$ cat src/fmcir_params.svh
// Constants of the fan monitor configuration and interrupt register bank.
// Assumes an 8-bit register port with byte offsets and a single core clock.
// What this block does
// Once lock is set, config, speed enable and association registers ignore writes.
// Config bit 0 selects third speed pin: speed input or alert output.
// Config bit 1 selects second drive pin: drive output or alert output.
// Config bit 3 is read-only, shows temperature readings valid, resets 0.
// Config bit 4 resets 1 and enables spin-up shortening from speed feedback.
// Writing 1 to config bit 7 starts a soft reset; bit self-clears.
// Soft reset restores all registers to defaults except measurement readings.
// Software keeps config bits 5 and 6 at zero.
// Speed enable bits 1 to 4 gate status updates per input, reset 1.
// Speed group enable and global enable both needed for alert pin.
// Two-bit field selects drive output one, two or three; 11 reserved.
// Fields at 1:0,3:2,5:4,7:6; association register resets to a4.
// No status set while associated drive duty equals zero.
// No status set while associated fan is disabled.
// No status set when the input's minimum limit is ffff.
// Software runs unassociated drive outputs in the first drive mode.
// Software associates every input; unused ones use mode one, irq disabled.
// Global interrupt enable must be set before alert pin function acts; resets 0.
// Soft reset pulse is one cycle; reset bit reads back zero.
`ifndef FMCIR_PARAMS_SVH
`define FMCIR_PARAMS_SVH
`define FMCIR_ADDR_CFG 8'h7f
`define FMCIR_ADDR_SPDEN 8'h80
`define FMCIR_ADDR_ASSOC 8'h81
`define FMCIR_ADDR_CTRL 8'hf0
`define FMCIR_ADDR_STAT 8'hf1
`define FMCIR_ADDR_MASK 8'hf2
`define FMCIR_CFG_RST 8'h10
`define FMCIR_SPDEN_RST 8'h1e
`define FMCIR_ASSOC_RST 8'ha4
`define FMCIR_CTRL_RST 8'h00
`define FMCIR_MASK_RST 8'h00
`define FMCIR_CFG_WMASK 8'h73
`define FMCIR_CFG_RMASK 8'h7b
`define FMCIR_SPDEN_WMASK 8'h1f
`define FMCIR_CTRL_WMASK 8'h03
`define FMCIR_B_T3SEL 0
`define FMCIR_B_P2SEL 1
`define FMCIR_B_TEMP_READING_VALID 3
`define FMCIR_B_SPINUP_SHORTENING_ENABLE 4
`define FMCIR_B_INIT 7
`define FMCIR_B_GROUP 0
`define FMCIR_B_GIEN 0
`define FMCIR_B_LOCK 1
`define FMCIR_LIMIT_OFF 16'hffff
`define FMCIR_DUTY_OFF 8'h00
`define FMCIR_SEL_RSVD 2'h3
`endif

$ cat src/fmcir_pkg.sv
// Types of the fan monitor configuration and interrupt register bank.
// Assumes inclusion of nothing; used by the register bank module.
package fmcir_pkg;
    typedef logic [1:0] fmcir_sel_type;
    typedef logic [7:0] fmcir_byte_type;
endpackage

$ cat src/fmcir_regs.sv
// Register bank for pin function, speed interrupt enables and speed-to-drive association.
// Assumes one clock domain; fan and measurement inputs come from logic on the same clock.
`timescale 1ns/10ps
`include "fmcir_params.svh"
module fmcir_regs #(
    parameter int NUM_SPEED = 4
) (
    input wire logic clk,
    input wire logic sys_rst,
    input wire fmcir_pkg::fmcir_byte_type reg_addr,
    input wire fmcir_pkg::fmcir_byte_type reg_wdata,
    input wire logic reg_wr,
    input wire logic reg_rd,
    output fmcir_pkg::fmcir_byte_type reg_rdata,
    input wire logic temp_reading_valid,
    input wire logic [NUM_SPEED-1:0] speed_limit_event,
    input wire logic [NUM_SPEED*16-1:0] speed_min_limit,
    input wire logic [23:0] drive_duty,
    input wire logic [2:0] drive_fan_disabled,
    output logic third_sense_pin_alert_select,
    output logic second_drive_pin_alert_select,
    output logic spinup_shortening_enable,
    output logic soft_reset_pulse,
    output logic [NUM_SPEED*2-1:0] speed_drive_sel,
    output logic [NUM_SPEED-1:0] speed_status,
    output logic alert_n,
    output logic irq
);
    import fmcir_pkg::*;

    fmcir_byte_type cfg_r, cfg_nxt;
    fmcir_byte_type spden_r, spden_nxt;
    fmcir_byte_type assoc_r, assoc_nxt;
    fmcir_byte_type ctrl_r, ctrl_nxt;
    fmcir_byte_type mask_r, mask_nxt;
    logic [NUM_SPEED-1:0] stat_r, stat_nxt;
    logic [NUM_SPEED-1:0] qual;
    logic srst_r, srst_nxt;
    logic lock;
    fmcir_byte_type rdata_nxt;
    fmcir_byte_type stat_byte;
    logic alert_cond;

    function automatic logic [7:0] duty_of(input logic [23:0] duty, input fmcir_sel_type sel);
        duty_of = duty[8*sel +: 8];
    endfunction

    function automatic logic fan_off(input logic [2:0] dis, input fmcir_sel_type sel);
        fan_off = dis[sel];
    endfunction

    assign lock = ctrl_r[`FMCIR_B_LOCK];
    assign stat_byte = 8'(stat_r);

    // A speed event only counts when its drive runs and its limit is armed.
    genvar g;
    generate
        for (g = 0; g < NUM_SPEED; g++) begin : g_qual
            fmcir_sel_type sel;
            assign sel = assoc_r[2*g +: 2];
            assign qual[g] = speed_limit_event[g]
                && spden_r[g+1]
                && (sel != `FMCIR_SEL_RSVD)
                && (duty_of(drive_duty, sel) != `FMCIR_DUTY_OFF)
                && !fan_off(drive_fan_disabled, sel)
                && (speed_min_limit[16*g +: 16] != `FMCIR_LIMIT_OFF);

            // Each blocking condition alone must keep a clear status bit clear.
            AST_EN_BLOCK: assert property (@(posedge clk)
                disable iff (sys_rst)
                !spden_r[g+1] && !stat_r[g] && !srst_r |=> !stat_r[g])
                else $error("Status set for a disabled speed input.");

            AST_RSVD_BLOCK: assert property (@(posedge clk)
                disable iff (sys_rst)
                sel == `FMCIR_SEL_RSVD && !stat_r[g] && !srst_r |=> !stat_r[g])
                else $error("Status set through a reserved association code.");

            AST_DUTY_BLOCK: assert property (@(posedge clk)
                disable iff (sys_rst)
                sel != `FMCIR_SEL_RSVD && duty_of(drive_duty, sel) == `FMCIR_DUTY_OFF
                && !stat_r[g] && !srst_r |=> !stat_r[g])
                else $error("Status set while the associated duty is zero.");

            AST_FAN_OFF_BLOCK: assert property (@(posedge clk)
                disable iff (sys_rst)
                sel != `FMCIR_SEL_RSVD && fan_off(drive_fan_disabled, sel)
                && !stat_r[g] && !srst_r |=> !stat_r[g])
                else $error("Status set while the associated fan is disabled.");

            AST_LIMIT_BLOCK: assert property (@(posedge clk)
                disable iff (sys_rst)
                speed_min_limit[16*g +: 16] == `FMCIR_LIMIT_OFF
                && !stat_r[g] && !srst_r |=> !stat_r[g])
                else $error("Status set with the minimum limit switched off.");

            AST_STAT_SET: assert property (@(posedge clk)
                disable iff (sys_rst)
                speed_limit_event[g] && spden_r[g+1] && sel != `FMCIR_SEL_RSVD
                && duty_of(drive_duty, sel) != `FMCIR_DUTY_OFF
                && !fan_off(drive_fan_disabled, sel)
                && speed_min_limit[16*g +: 16] != `FMCIR_LIMIT_OFF && !srst_r |=> stat_r[g])
                else $error("Qualified speed event did not set status.");

            AST_STAT_STICKY: assert property (@(posedge clk)
                disable iff (sys_rst)
                stat_r[g] && !srst_r && !(reg_wr && reg_addr == `FMCIR_ADDR_STAT && reg_wdata[g])
                |=> stat_r[g])
                else $error("Status bit dropped without a clear.");
        end
    endgenerate

    always_comb begin
        cfg_nxt = cfg_r;
        spden_nxt = spden_r;
        assoc_nxt = assoc_r;
        ctrl_nxt = ctrl_r;
        mask_nxt = mask_r;
        stat_nxt = stat_r;
        srst_nxt = 1'b0;
        if (reg_wr && !lock) begin
            unique case (reg_addr)
                `FMCIR_ADDR_CFG: begin
                    cfg_nxt = reg_wdata & `FMCIR_CFG_WMASK;
                    srst_nxt = reg_wdata[`FMCIR_B_INIT];
                end
                `FMCIR_ADDR_SPDEN: spden_nxt = reg_wdata & `FMCIR_SPDEN_WMASK;
                `FMCIR_ADDR_ASSOC: assoc_nxt = reg_wdata;
                default: begin
                end
            endcase
        end
        if (reg_wr) begin
            unique case (reg_addr)
                `FMCIR_ADDR_CTRL: begin
                    // Lock can be set by software but only a reset clears it.
                    ctrl_nxt = reg_wdata & `FMCIR_CTRL_WMASK;
                    ctrl_nxt[`FMCIR_B_LOCK] = reg_wdata[`FMCIR_B_LOCK] | lock;
                end
                `FMCIR_ADDR_STAT: stat_nxt = stat_r & ~reg_wdata[NUM_SPEED-1:0];
                `FMCIR_ADDR_MASK: mask_nxt = reg_wdata;
                default: begin
                end
            endcase
        end
        stat_nxt = stat_nxt | qual;
        if (srst_r) begin
            cfg_nxt = `FMCIR_CFG_RST;
            spden_nxt = `FMCIR_SPDEN_RST;
            assoc_nxt = `FMCIR_ASSOC_RST;
            ctrl_nxt = `FMCIR_CTRL_RST;
            mask_nxt = `FMCIR_MASK_RST;
            stat_nxt = '0;
        end
    end

    always_comb begin
        rdata_nxt = 8'h00;
        if (reg_rd) begin
            unique case (reg_addr)
                `FMCIR_ADDR_CFG: begin
                    rdata_nxt = cfg_r;
                    rdata_nxt[`FMCIR_B_TEMP_READING_VALID] = temp_reading_valid;
                end
                `FMCIR_ADDR_SPDEN: rdata_nxt = spden_r;
                `FMCIR_ADDR_ASSOC: rdata_nxt = assoc_r;
                `FMCIR_ADDR_CTRL: rdata_nxt = ctrl_r;
                `FMCIR_ADDR_STAT: rdata_nxt = stat_byte;
                `FMCIR_ADDR_MASK: rdata_nxt = mask_r;
                default: rdata_nxt = 8'h00;
            endcase
        end
    end

    always_ff @(posedge clk) begin
        if (sys_rst) begin
            cfg_r <= `FMCIR_CFG_RST;
            spden_r <= `FMCIR_SPDEN_RST;
            assoc_r <= `FMCIR_ASSOC_RST;
            ctrl_r <= `FMCIR_CTRL_RST;
            mask_r <= `FMCIR_MASK_RST;
            stat_r <= '0;
            srst_r <= 1'b0;
            reg_rdata <= 8'h00;
        end else begin
            cfg_r <= cfg_nxt;
            spden_r <= spden_nxt;
            assoc_r <= assoc_nxt;
            ctrl_r <= ctrl_nxt;
            mask_r <= mask_nxt;
            stat_r <= stat_nxt;
            srst_r <= srst_nxt;
            reg_rdata <= rdata_nxt;
        end
    end

    // Alert pin: pending speed status, group enable and global enable together.
    assign alert_cond = |stat_r && spden_r[`FMCIR_B_GROUP] && ctrl_r[`FMCIR_B_GIEN];
    assign alert_n = !alert_cond;
    assign irq = |(stat_byte & mask_r);
    assign third_sense_pin_alert_select = cfg_r[`FMCIR_B_T3SEL];
    assign second_drive_pin_alert_select = cfg_r[`FMCIR_B_P2SEL];
    assign spinup_shortening_enable = cfg_r[`FMCIR_B_SPINUP_SHORTENING_ENABLE];
    assign soft_reset_pulse = srst_r;
    assign speed_drive_sel = assoc_r[NUM_SPEED*2-1:0];
    assign speed_status = stat_r;

    AST_LOCK_HOLD: assert property (@(posedge clk) disable iff (sys_rst)
        lock && !srst_r |=> $stable(assoc_r) && $stable(spden_r))
        else $error("Locked register changed.");
    AST_SRST_ONE: assert property (@(posedge clk) disable iff (sys_rst)
        srst_r |=> !srst_r)
        else $error("Soft reset pulse longer than one cycle.");
    AST_SRST_START: assert property (@(posedge clk) disable iff (sys_rst)
        reg_wr && !lock && reg_addr == `FMCIR_ADDR_CFG && reg_wdata[`FMCIR_B_INIT] |=> srst_r)
        else $error("Soft reset not started.");
    AST_SRST_DEFAULTS: assert property (@(posedge clk) disable iff (sys_rst)
        srst_r |=> assoc_r == `FMCIR_ASSOC_RST && cfg_r == `FMCIR_CFG_RST)
        else $error("Soft reset did not restore defaults.");
    AST_INIT_READS_ZERO: assert property (@(posedge clk) disable iff (sys_rst)
        reg_rd && reg_addr == `FMCIR_ADDR_CFG |=> !reg_rdata[`FMCIR_B_INIT])
        else $error("Reset bit read back as one.");
    AST_TEMP_READING_VALID: assert property (@(posedge clk) disable iff (sys_rst)
        reg_rd && reg_addr == `FMCIR_ADDR_CFG
        |=> reg_rdata[`FMCIR_B_TEMP_READING_VALID] == $past(temp_reading_valid))
        else $error("Temperature valid bit wrong.");
    AST_ALERT: assert property (@(posedge clk) disable iff (sys_rst)
        !ctrl_r[`FMCIR_B_GIEN] || !spden_r[`FMCIR_B_GROUP] |-> alert_n)
        else $error("Alert driven without enables.");
    AST_NO_STATUS: assert property (@(posedge clk) disable iff (sys_rst)
        speed_min_limit[47:32] == `FMCIR_LIMIT_OFF && !stat_r[2] && !srst_r |=> !stat_r[2])
        else $error("Status set with disabled limit.");
    AST_PIN_SEL: assert property (@(posedge clk) disable iff (sys_rst)
        third_sense_pin_alert_select == cfg_r[0] && second_drive_pin_alert_select == cfg_r[1])
        else $error("Pin select mismatch.");

    AST_CFG_LOCKED: assert property (@(posedge clk) disable iff (sys_rst)
        lock && !srst_r |=> $stable(cfg_r))
        else $error("Locked configuration changed.");

    AST_LOCK_STICKY: assert property (@(posedge clk) disable iff (sys_rst)
        lock && !srst_r |=> lock)
        else $error("Lock cleared without a reset.");

    AST_SRST_BLOCKED: assert property (@(posedge clk) disable iff (sys_rst)
        lock |=> !srst_r)
        else $error("Soft reset started while locked.");

    AST_PIN_DEFAULTS: assert property (@(posedge clk) disable iff (sys_rst)
        srst_r |=> !third_sense_pin_alert_select && !second_drive_pin_alert_select)
        else $error("Pin selects not back at default.");

    AST_SPINUP_SHORTENING_ENABLE_DEFAULT: assert property (@(posedge clk) disable iff (sys_rst)
        srst_r |=> spinup_shortening_enable)
        else $error("Spin-up shortening not enabled after soft reset.");

    AST_CFG_WRITE: assert property (@(posedge clk) disable iff (sys_rst)
        reg_wr && !lock && !srst_r && reg_addr == `FMCIR_ADDR_CFG
        |=> third_sense_pin_alert_select == $past(reg_wdata[`FMCIR_B_T3SEL])
        && second_drive_pin_alert_select == $past(reg_wdata[`FMCIR_B_P2SEL]))
        else $error("Pin select did not follow the write.");

    AST_SPINUP_SHORTENING_ENABLE_WRITE: assert property (@(posedge clk) disable iff (sys_rst)
        reg_wr && !lock && !srst_r && reg_addr == `FMCIR_ADDR_CFG
        |=> spinup_shortening_enable == $past(reg_wdata[`FMCIR_B_SPINUP_SHORTENING_ENABLE]))
        else $error("Spin-up shortening did not follow the write.");

    AST_SPDEN_DEFAULT: assert property (@(posedge clk) disable iff (sys_rst)
        srst_r |=> spden_r == `FMCIR_SPDEN_RST)
        else $error("Speed enables not back at default.");

    AST_SRST_CLEARS: assert property (@(posedge clk) disable iff (sys_rst)
        srst_r |=> stat_r == '0 && !lock)
        else $error("Soft reset left status or lock set.");

    AST_MASK_DEFAULT: assert property (@(posedge clk) disable iff (sys_rst)
        srst_r |=> mask_r == `FMCIR_MASK_RST && !irq)
        else $error("Mask not back at default.");

    AST_GIEN_DEFAULT: assert property (@(posedge clk) disable iff (sys_rst)
        srst_r |=> !ctrl_r[`FMCIR_B_GIEN] && alert_n)
        else $error("Global enable not cleared by soft reset.");

    AST_CTRL_WRITE: assert property (@(posedge clk) disable iff (sys_rst)
        reg_wr && !srst_r && reg_addr == `FMCIR_ADDR_CTRL
        |=> ctrl_r[`FMCIR_B_GIEN] == $past(reg_wdata[`FMCIR_B_GIEN]))
        else $error("Global enable did not follow the write.");

    AST_ALERT_SET: assert property (@(posedge clk) disable iff (sys_rst)
        |stat_r && spden_r[`FMCIR_B_GROUP] && ctrl_r[`FMCIR_B_GIEN] |-> !alert_n)
        else $error("Alert not driven with both enables set.");

    AST_SPDEN_WRITE: assert property (@(posedge clk) disable iff (sys_rst)
        reg_wr && !lock && !srst_r && reg_addr == `FMCIR_ADDR_SPDEN
        |=> spden_r == ($past(reg_wdata) & `FMCIR_SPDEN_WMASK))
        else $error("Speed enables did not follow the write.");

    AST_SPDEN_SPARE: assert property (@(posedge clk) disable iff (sys_rst)
        (spden_r & ~`FMCIR_SPDEN_WMASK) == 8'h00)
        else $error("Spare speed enable bits set.");

    AST_ASSOC_WRITE: assert property (@(posedge clk) disable iff (sys_rst)
        reg_wr && !lock && !srst_r && reg_addr == `FMCIR_ADDR_ASSOC
        |=> assoc_r == $past(reg_wdata))
        else $error("Association did not follow the write.");

    AST_CFG_SPARE: assert property (@(posedge clk) disable iff (sys_rst)
        reg_rd && reg_addr == `FMCIR_ADDR_CFG |=> (reg_rdata & ~`FMCIR_CFG_RMASK) == 8'h00)
        else $error("Reserved configuration bits read as one.");

    AST_RDATA_IDLE: assert property (@(posedge clk) disable iff (sys_rst)
        !reg_rd |=> reg_rdata == 8'h00)
        else $error("Read data shown without a read.");

    AST_IRQ_LEVEL: assert property (@(posedge clk) disable iff (sys_rst)
        (stat_byte & mask_r) != 8'h00 |-> irq)
        else $error("Interrupt low with an unmasked status bit.");

    AST_STAT_RDATA: assert property (@(posedge clk) disable iff (sys_rst)
        reg_rd && reg_addr == `FMCIR_ADDR_STAT |=> reg_rdata == $past(stat_byte))
        else $error("Status read back wrong.");

    AST_SPDEN_RDATA: assert property (@(posedge clk) disable iff (sys_rst)
        reg_rd && reg_addr == `FMCIR_ADDR_SPDEN |=> reg_rdata == $past(spden_r))
        else $error("Speed enables read back wrong.");

    AST_ASSOC_RDATA: assert property (@(posedge clk) disable iff (sys_rst)
        reg_rd && reg_addr == `FMCIR_ADDR_ASSOC |=> reg_rdata == $past(assoc_r))
        else $error("Association read back wrong.");

    COV_SRST: cover property (@(posedge clk) srst_r);
    COV_ALERT: cover property (@(posedge clk) !alert_n);
    COV_LOCK_WR: cover property (@(posedge clk) lock && reg_wr && reg_addr == `FMCIR_ADDR_ASSOC);
    COV_STATUS: cover property (@(posedge clk) stat_r != '0);
    COV_IRQ: cover property (@(posedge clk) irq);
endmodule // fmcir_regs
$ cat config.mk
export PLATFORM = sky130hd
export DESIGN_NAME = fmcir_regs
export DESIGN_NICKNAME = d
export VERILOG_FILES = /design/src/fmcir_pkg.sv /design/src/fmcir_regs.sv
export VERILOG_INCLUDE_DIRS = /design/src /design/src/src
export SDC_FILE = /design/constraint.sdc
export NUM_CORES = 1
export LEC_CHECK = 0
export BUFFER_PORTS_ARGS = -buffer_cell sky130_fd_sc_hd__buf_2
export CORE_UTILIZATION = 39
export CTS_BUF_LIST = sky130_fd_sc_hd__clkbuf_2
export DETAILED_ROUTE_END_ITERATION = 10
export PLACE_DENSITY = 0.76
export SLEW_MARGIN = 20
export SYNTH_ARGS = -nofsm -noshare
export SYNTH_HDL_FRONTEND = slang
export SYNTH_SLANG_ARGS = --single-unit
$ cat constraint.sdc
create_clock -name clk -period 1.7 [get_ports clk]
set_input_delay 0.255 -clock clk [delete_from_list [all_inputs] [get_ports clk]]
set_output_delay 0.255 -clock clk [all_outputs]
set_load 0.1 [all_outputs]
Yosys cells after proc, flatten, opt, wreduce, memory -nomap -nowiden. Cells that the tools add are included.

Bits in registers: 41. Bits of input ports: 116. Output and inout port bits: 26. Word-level logic and storage cells: 92.

$lt $le $gt $ge: 4. Equal/unequal tests: 14. Shifts and indexed selects: 4. Muxes and demuxes: 11. Bitwise gates (word level): 8. Reduce and logical (&&, ||, !) cells: 43.

Operators by type and width (count): $shiftx A24 B6 Y8 (4); $ne A16 B16 Y1 const B (4); $pmux W8 S6 (1); $eq A8 B8 Y1 const B (5); $reduce_bool A8 Y1 (4); $logic_and A1 B1 Y1 (23); $lt A2 B3 Y1 const B (4); $reduce_and A2 Y1 (5); $and A4 B8 Y8 (1); $bmux W1 S2 (4); $eq A8 B7 Y1 const B (1); $mux W4 (2); $ne A2 B2 Y1 const B (4); $reduce_or A8 Y1 (1); $logic_not A1 Y1 (6); $and A4 B4 Y4 (1); $mux W1 (4); $not A4 Y4 (1); $or A4 B4 Y4 (1); $reduce_or A2 Y1 (2); $reduce_or A4 Y1 (1); $not A1 Y1 (3); $reduce_or A3 Y1 (1); $or A1 B1 Y1 (1).

Depth between registers and ports, before layout. Gate-level depths: netlist (run 1).

Depth after elaboration: 6. Gate-level depth with buffers: 6. Gate-level depth less buffers: 5.

Worst setup path before layout (run 1). OpenSTA, ideal clock, no wires.

Kind: reg-to-output. From: register stat_r[3] (netlist: speed_status[3]). To: output port alert_n. Arrival: 1.981 ns. Data required time: 1.445 ns. Path slack: -0.536 ns. Stages on the path, launching flop included: 3. Path buffers: 0. Cells stage by stage: dfxtp_1 -> or4_1 -> nand3_1.

Cells in the longest elaborated chain, start to end: 4.

RTL lines: start: declaration (RTL line fmcir_regs.sv:36) `logic [NUM_SPEED-1:0] stat_r, stat_nxt;`; start signal: assignment (RTL line fmcir_regs.sv:191) `stat_r <= stat_nxt;`; $reduce_or A4 Y1 (RTL line fmcir_regs.sv:198) `` assign alert_cond = |stat_r && spden_r[`FMCIR_B_GROUP] && ctrl_r[`FMCIR_B_GIEN]; ``; $logic_and A1 B1 Y1 (2 in series) (RTL line fmcir_regs.sv:198); $logic_not A1 Y1 (RTL line fmcir_regs.sv:199) `assign alert_n = !alert_cond;`; end: declaration (RTL line fmcir_regs.sv:26) `output logic alert_n,`.

No other way between the ends.

Final worst setup path (run 1). Same ends and word-level chain as after synthesis.

==> results.cfg, run 1 <==
[logic_synthesis]
synth_compound_area_share_pct = 16.1
yosys.area_share.simple_pct = 34.0
yosys-top-cells-area = dfxtp_1, nand2_1, mux2i_1
synthArstFlopShare_pct = 0
ys_types = 39
synth_area_sq_um = 2090
synth_nets = 370
synth_seq_cells = 41
ys.flop_type = dfxtp_1
synth_top_family_by_area = simple AND/OR/NAND/NOR gates
avgSynthCellArea_sq_um = 8.22
synth.mux.area_fraction_pct = 8.69
ys_seq_area_share_pct = 39.3
synth_top_cell_area_share_pct = 39.3
synth-adder-area-share_pct = 0
synth_warnings = 0
netlist_instances = 254
yosys.area.top_type = dfxtp_1
synth_xor_area_share_pct = 0
synth_edf_count = 0

[placed_design]
place.gp.congestion = 0.876
port_buffers = 141
dpl_cell_area_sq_um = 3060
hpwlAfterDp_um = 5750
dpl_worst_slack_ns = -0.0819

[finish]
num_antenna_cells = 0
multi_input_area_sq_um = 1250
nFillCells = 516
ff_latch_area_sq_um = 827
area_growth_pct = 50.3
num-nets-final = 536
final_area_sq_um = 3140
layout-drive-gt1-share_pct = 45.1

[die]
row_count = 26
dieArea_sq_um = 5650
die_x_um = 75.2
ioPinCount = 142
coreArea_sq_um = 5140
dieHeight_um = 75.2
start_util_pct = 40.6

[cts]
clock_latency_ns = 0.42
cts-buffers-inserted = 5
clock_path_buffers = 2
post_cts_buffers = 0
cts_tree = built
h-tree-depth = 2
clkTransAtPathRegs_ns = 0.21
ctsHoldBuffers = 0
cts-root-buf = clkbuf_2
cts.sinks = 41

[global_routing]
grt_pass1_vias = 2431
grtUsageTotal_pct = 26.7
grt_pass1_wl_um = 11400
overflow = 0
antenna_found_initial = 0
grt_start_max_net_pins = 25

[outcome]
violations = setup timing
status = finished with violations

[setup_path]
path_buf_inv = 1
critical_path.max_stage_delay_ns = 0.55
cp_top_family = simple AND/OR/NAND/NOR gates
end_kind = primary output
cp_cell_sequence = or4_4 > nand3_4 > buf_12
startpoint_type = flop
cp_slowest_cell = or4_4
arrival_ns = 1.58
critical_path_class = flop to primary output
crit_fanout = 2
critical_path_required_ns = 1.44

[routing]
drtAntennaViolNets = 0
wl_per_cell_um = 14.6
vias_per_cell = 5.33
drtPass1Iterations = 4
drt_iter0_drc = 199
drc = 0
vias = 2615
finalWirelength_um = 7170

[timing]
rsz0062_at_grt = true
fin_crit_sh_pct = 108
slew_violations = 0
skew_ns = 0.0217
setup_viol = 1
hold_viol = 0
worst_pin_slew_ns = 0.576
fin_crit_ns = 1.84
timing.final.ws_setup_ns = -0.140
slew_headroom_pct = 61.5
tns_ns = -0.140
max_freq_mhz = 543

[pwr]
p_leak_nw = 1.48
p_clk_share_pct = 24.2
powerDensity_nw_per_um2 = 560
seqPwrFrac_pct = 55.9
internal_power_w = 0.00123
p_switching_w = 0.000523
p_sw_share_pct = 29.8
pwr-share-comb_pct = 19.9
irDropWorstVdd_mv = 0.443

[flow_run]
drv_cap = 0

[worst_hold_path]
hold_path_class = primary input to flop
cells by family (layout without fill, tap and decap cells):
kind of cell    after synthesis  count (layout)
compound gates               50              50
simple gates                136             136
buf+inv                       9             176
flops                        41              41
mux                          18              18
worst paths after layout:
kind                   start  cells after the start  slack [ns]                 end
max          speed_status[3]                      3       -0.14             alert_n
min             reg_wdata[7]                      3        0.05  speed_drive_sel[7]
max reg2reg        ctrl_r[1]                      5        0.41  speed_drive_sel[0]
min reg2reg        mask_r[6]                      2        0.48        reg_rdata[6]
power by group through the flow:
stage               logic [W]  clock network (W)  registers (W)
finish               0.000349           0.000426       0.000982
global route         0.000377           0.000466       0.000983
CTS                  0.000346           0.000430       0.000981
detailed placement   0.000340                  0        0.00100
global placement     0.000334                  0        0.00100
floorplan           0.0000829                  0        0.00105
area by class of cell:
cell class / count / share of cell area, %
Multi-Input combinational cell: 204 / 39.8
Timing Repair Buffer: 166 / 29.5
Sequential cell: 41 / 26.4
Tap cell: 70 / 2.79
Clock buffer: 6 / 0.957
Clock inverter: 2 / 0.319
Inverter: 2 / 0.239
cells in the mapped netlist, types with 4 or more instances:
library cell,instances
a211oi_1,4
a21oi_1,16
a22oi_1,6
dfxtp_1,41
mux2i_1,17
nand2_1,47
nand3_1,16
nand4_1,18
nor2_1,24
nor3_1,4
nor4_1,10
o21ai_0,4
o311ai_0,4
cells in the final DEF (no fill, tap or decap), types with 5 or more instances in the layout:
master    instances
buf_2           138
nand2_1          46
dfxtp_1          36
buf_4            25
nor2_1           24
nand4_1          18
mux2i_1          17
a21oi_1          16
nand3_1          15
nor4_1           10
clkbuf_2          6
a22oi_1           5
dfxtp_2           5
per-stage QoR:
step | cells | hold slack, ns | power (W) | util, %
after floorplan | 254 | 0.379 | 0.00113 | -
after global placement | 483 | 0.442 | 0.00133 | 59.6
after detailed placement | 483 | 0.446 | 0.00134 | 59.6
after CTS | 491 | 0.0416 | 0.00176 | 60.7
after global routing | 491 | 0.0474 | 0.00183 | 61.1
final | 491 | 0.0535 | 0.00176 | 61.1
registers in the layout, summed over array words and instances, names as in the netlist:
| name | cells |
|---|---|
| ctrl_r | 2 |
| soft_reset_pulse | 1 |
| speed_drive_sel | 8 |
| reg_rdata | 8 |
| spden_r | 5 |
| cfg_r | 5 |
| mask_r | 8 |
| speed_status | 4 |
per-layer routing:
layer	wire length, um	track usage (%)
met5	0	0
met4	132	8.44
met3	532	5.35
met2	3270	43.9
met1	3230	35.2
timing repair:
action                                 4_1_cts  5_1_grt
cloned                                       0        0
setup endpoints to repair                    2        3
resized for setup                            4        4
endpoints found under the hold margin        0        0
pin swaps                                    1        1
worst min-delay path: stages:
cell     delay, ns
buf_2         0.10
nand2_1       0.05
nand3_1       0.06
(Power assumes the default switching activity.)
==> inputs of run 2 (changes only) <==
Settings changed: CORE_UTILIZATION 39 to 25, PLACE_DENSITY 0.76 to 0.52, RECOVER_POWER set to 100, SLEW_MARGIN 20 to 0.
==> run 2 against run 1 <==
Compared with the run above: the run still ends with setup timing left; clock power rose by 41%; clock skew fell by 0.0014 ns; global-route usage decreased by 7.2 points; utilization decreased by 21 points; critical path depth did not move; critical endpoint unchanged; largest power group unchanged.
==> results.cfg, run 2 (synthesis gave the netlist of run 1 again) <==
[outcome]
status = finished with violations
violations = setup timing

[worst_hold_path]
worstHoldStart = reg_wdata[7]
whs_endpoint = speed_drive_sel[7]
hold_path_class = primary input to flop
hold_path_depth = 3

[global_routing]
grt_pass1_wl_um = 13000
grtUsageTotal_pct = 19.4
antenna_found_initial = 0
overflow = 0
grt_start_max_net_pins = 25
grt_pass1_vias = 2570

[cts]
clock_path_buffers = 2
clock_latency_ns = 0.42
cts.sinks = 41
cts-root-buf = clkbuf_2
cts-buffers-inserted = 5
h-tree-depth = 2
clkTransAtPathRegs_ns = 0.22
cts_tree = built

[setup_path]
critical_path_required_ns = 1.44
crit_fanout = 2
cp_cell_sequence = or4_4 > nand3_4 > buf_12
arrival_ns = 1.59
critical_path.max_stage_delay_ns = 0.52
end_kind = primary output
critical_path_class = flop to primary output
startpoint_type = flop
cp_top_family = simple AND/OR/NAND/NOR gates
reg2reg_depth = 2
path_buf_inv = 1
r2r-start = soft_reset_pulse
r2r_end = mask_r[1]
ff2ff_setup_slack_ns = 0.39
crit_start = speed_status[3]
cp_slowest_cell = or4_4

[die]
coreArea_sq_um = 7890
dieHeight_um = 93.4
row_count = 32
die_x_um = 93.4
ioPinCount = 142
dieArea_sq_um = 8720
start_util_pct = 26.5

[pwr]
pwr-share-comb_pct = 18.0
p_leak_nw = 1.46
p_switching_w = 0.000548
p_sw_share_pct = 28.4
p_clk_share_pct = 31.1
powerDensity_nw_per_um2 = 605
seqPwrFrac_pct = 50.9
internal_power_w = 0.00138
irDropWorstVdd_mv = 0.356

[routing]
drtAntennaViolNets = 0
wl_per_cell_um = 15.4
drc = 0
vias_per_cell = 4.94
drt_iter0_drc = 127
vias = 2592
finalWirelength_um = 8110
drtPass1Iterations = 4

[finish]
area_growth_pct = 52.5
num-nets-final = 538
nFillCells = 829
num_antenna_cells = 0
instances_no_fill = 525
layout.cells.most_common = buf_2
final_cell_mix = buf_2, nand2_1, dfxtp_1
layout-drive-gt1-share_pct = 43.3

[timing]
timing.final.ws_setup_ns = -0.146
rsz0062_at_grt = true
holdWs_ns = 0.0731
slew_headroom_pct = 43.0
fin_crit_ns = 1.85
slew_violations = 0
hold_viol = 0
skew_ns = 0.0203
worst_pin_slew_ns = 0.855
setup_viol = 1
max_freq_mhz = 542
fin_crit_sh_pct = 109

[placed_design]
port_buffers = 141
place_inst = 516
place.gp.congestion = 0.829
hpwlAfterDp_um = 6640

[flow_run]
drv_cap = 0
==> run 2: per-layer routing <==
layer	track usage (%)	vias to the layer above	wire length [um]
met5	0	-	0
met3	3.25	6	560
li1	-	1298	-
met2	33.0	89	3860
met4	3.85	0	50
met1	25.9	1199	3640
==> run 2: tightest hold or removal path, stage by stage <==
cell	delay, ns
buf_2	0.11
nand2_1	0.05
nand3_1	0.06
==> run 2: final cells by class <==
| cell class | count | area (sq um) | area share (%) |
|---|---|---|---|
| Timing Repair Buffer | 168 | 925 | 29.0 |
| Clock inverter | 3 | 43.8 | 1.38 |
| Inverter | 2 | 7.51 | 0.236 |
| Clock buffer | 5 | 25.0 | 0.786 |
| Multi-Input combinational cell | 204 | 1230 | 38.5 |
| Sequential cell | 41 | 828 | 26.0 |
| Tap cell | 102 | 128 | 4.01 |
==> run 2: worst max-delay path by stage <==
stage	to	slack (ns)	cells after the start
after floorplan	alert_n	-0.02	2
after global placement	speed_drive_sel[6]	-0.05	6
after detailed placement	speed_drive_sel[4]	-0.07	6
after CTS	alert_n	-0.16	3
after global routing	alert_n	-0.22	3
final	alert_n	-0.15	3
==> run 2: metrics by stage <==
| step | TNS, ns | area (sq um) | total power (W) | util [%] | worst slack [ns] |
|---|---|---|---|---|---|
| after floorplan | -0.0216 | 2100 | 0.00113 | - | -0.0216 |
| after global placement | -0.420 | 3110 | 0.00134 | 39.5 | -0.0513 |
| after detailed placement | -0.728 | 3110 | 0.00134 | 39.5 | -0.0690 |
| after CTS | -0.159 | 3220 | 0.00194 | 40.8 | -0.159 |
| after global routing | -0.298 | 3180 | 0.00201 | 40.4 | -0.216 |
| final | -0.146 | 3180 | 0.00193 | 40.4 | -0.146 |
==> run 2: power groups by stage <==
stage	combinational (W)	sequential (W)	clock (W)
after floorplan	0.0000829	0.00105	0
after global placement	0.000337	0.00100	0
after detailed placement	0.000342	0.00100	0
after CTS	0.000353	0.000982	0.000610
after global routing	0.000376	0.000984	0.000653
final	0.000347	0.000982	0.000599
==> run 2: repair_timing <==
action | in CTS | in global routing
setup buffers | 1 | 0
pin swaps | 2 | 1
endpoints found under the hold margin | 0 | 0
hold buffers | 0 | 0
gates resized for setup | 8 | 3
setup endpoints to repair | 2 | 5
==> inputs of run 3 (changes only) <==
Settings changed: BUFFER_PORTS_ARGS -buffer_cell sky130_fd_sc_hd__buf_2 to -buffer_cell sky130_fd_sc_hd__buf_4.
==> run 3 against run 2 <==
Compared with the run above: the run still ends with setup timing left; global-route usage rose by 0.19 points; clock power fell by 30%; utilization rose by 3.8 points; combinational power rose by 26%; first-iteration DRC count fell by 32%; sequential share of layout area fell by 2.4 points; non-clock buffer count rose by 3; via count fell by 0.27%; die area did not move; hold slack got worse by 0.0036 ns; largest power group unchanged; highest routed layer unchanged.
==> results.cfg, run 3 (synthesis gave the netlist of run 1 again) <==
[setup_path]
cp_cell_sequence = or4_4 > nand3_4 > buf_12
path_buf_inv = 1
crit_fanout = 2
worstSetupPathDepth = 3
critical_path_required_ns = 1.44
critical_path_class = flop to primary output
critical_path.max_stage_delay_ns = 0.54
startpoint_type = flop
reg2reg_depth = 4
end_kind = primary output
cp_slowest_cell = or4_4
arrival_ns = 1.57
cp_top_family = simple AND/OR/NAND/NOR gates

[global_routing]
antenna_found_initial = 0
overflow = 0
grt_start_max_net_pins = 25
grt_pass1_vias = 2617
grtUsageTotal_pct = 19.6
grt_pass1_wl_um = 13200

[cts]
clock_path_buffers = 2
clkTransAtPathRegs_ns = 0.22
cts.sinks = 41
cts-buffers-inserted = 5
cts_tree = built
h-tree-depth = 2
clock_latency_ns = 0.41
cts-root-buf = clkbuf_2

[routing]
drt_iter0_drc = 86
wl_per_cell_um = 15.5
drtPass1Iterations = 4
vias = 2585
finalWirelength_um = 8160
drtAntennaViolNets = 0
vias_per_cell = 4.91
drc = 0

[pwr]
power.total_w = 0.00183
p_leak_nw = 1.57
powerDensity_nw_per_um2 = 526
irDropWorstVdd_mv = 0.207

[finish]
fin_util_pct = 44.2
instances_no_fill = 527
layout-drive-gt1-share_pct = 43.5
layout.cells.most_common = buf_4
num_antenna_cells = 0
num-nets-final = 541
final_cell_mix = buf_4, nand2_1, dfxtp_1
area_growth_pct = 67.0

[timing]
slew_violations = 0
max_freq_mhz = 547
fin_crit_sh_pct = 107
timing.final.ws_setup_ns = -0.127
setup_viol = 1
hold_viol = 0
fin_crit_ns = 1.83
worst_pin_slew_ns = 0.892
skew_ns = 0.0298
rsz0062_at_grt = true
slew_headroom_pct = 40.6
tns_ns = -0.127

[placed_design]
place.gp.congestion = 0.844
dpl_worst_slack_ns = -0.0704
hpwlAfterDp_um = 6900
place_inst = 520
port_buffers = 141

[die]
row_count = 32
start_util_pct = 26.5
ioPinCount = 142
coreArea_sq_um = 7890
dieArea_sq_um = 8720
dieHeight_um = 93.4
die_x_um = 93.4

[outcome]
status = finished with violations
violations = setup timing

[worst_hold_path]
hold_path_class = primary input to flop
hold_path_depth = 3

[flow_run]
drv_cap = 0
-- run 3: cell types whose count changed in the layout (fill, tap and decap cells not counted), sizes merged --
cell | before | now
clkbuf | 27 | 32
buf | 146 | 145
bufinv | 1 | 0
inv | 3 | 2
-- run 3: worst paths after layout --
path | from | to | slack [ns]
hold reg to reg | mask_r[5] | reg_rdata[5] | 0.48
hold / removal | reg_wdata[5] | speed_drive_sel[5] | 0.07
setup reg to reg | ctrl_r[1] | cfg_r[6] | 0.29
setup / recovery | speed_status[0] | alert_n | -0.13
-- run 3: final cells by class --
type | instances | area, sq um
clock buffer | 6 | 30.0
inverter | 2 | 7.51
fill | 813 | 4400
tap | 102 | 128
sequential | 41 | 825
timing repair buffer | 171 | 1260
clock inverter | 1 | 8.76
multi-input combinational | 204 | 1230
-- run 3: per-stage QoR --
step                      cell area (sq um)  hold WS, ns
final                                  3490       0.0694
after global routing                   3490       0.0431
after CTS                              3550       0.0615
after detailed placement               3480        0.458
after global placement                 3480        0.455
after floorplan                        2100        0.379
-- run 3: layer usage --
metal	vias to the layer above	track usage, %	share of wire, %
met5	-	0	0
met4	0	4.87	1.4
met3	13	3.41	4.6
met2	85	32.9	48
met1	1183	26.0	46
li1	1304	-	-
-- run 3: repair_timing --
action	4_1_cts	5_1_grt
pin swaps	2	2
hold buffers	0	0
endpoints found under the setup margin	2	2
gates resized for setup	7	3
setup buffers	0	0
-- run 3: where the power goes --
group	leakage [nW]	internal [W]	switching [W]	total [W]
combinational	1.20	0.000237	0.000199	0.000436
sequential	0.332	0.000972	0.00000516	0.000977
clock	0.0290	0.000103	0.000318	0.000421
-- run 3: worst reg2reg max path: cells and delay by family (launching register included) --
kind	cells	cell delay, ns
flip-flops	1	0.38
AND/OR/NAND/NOR	2	0.38
buffers and inverters	1	0.30
multiplexers	1	0.25
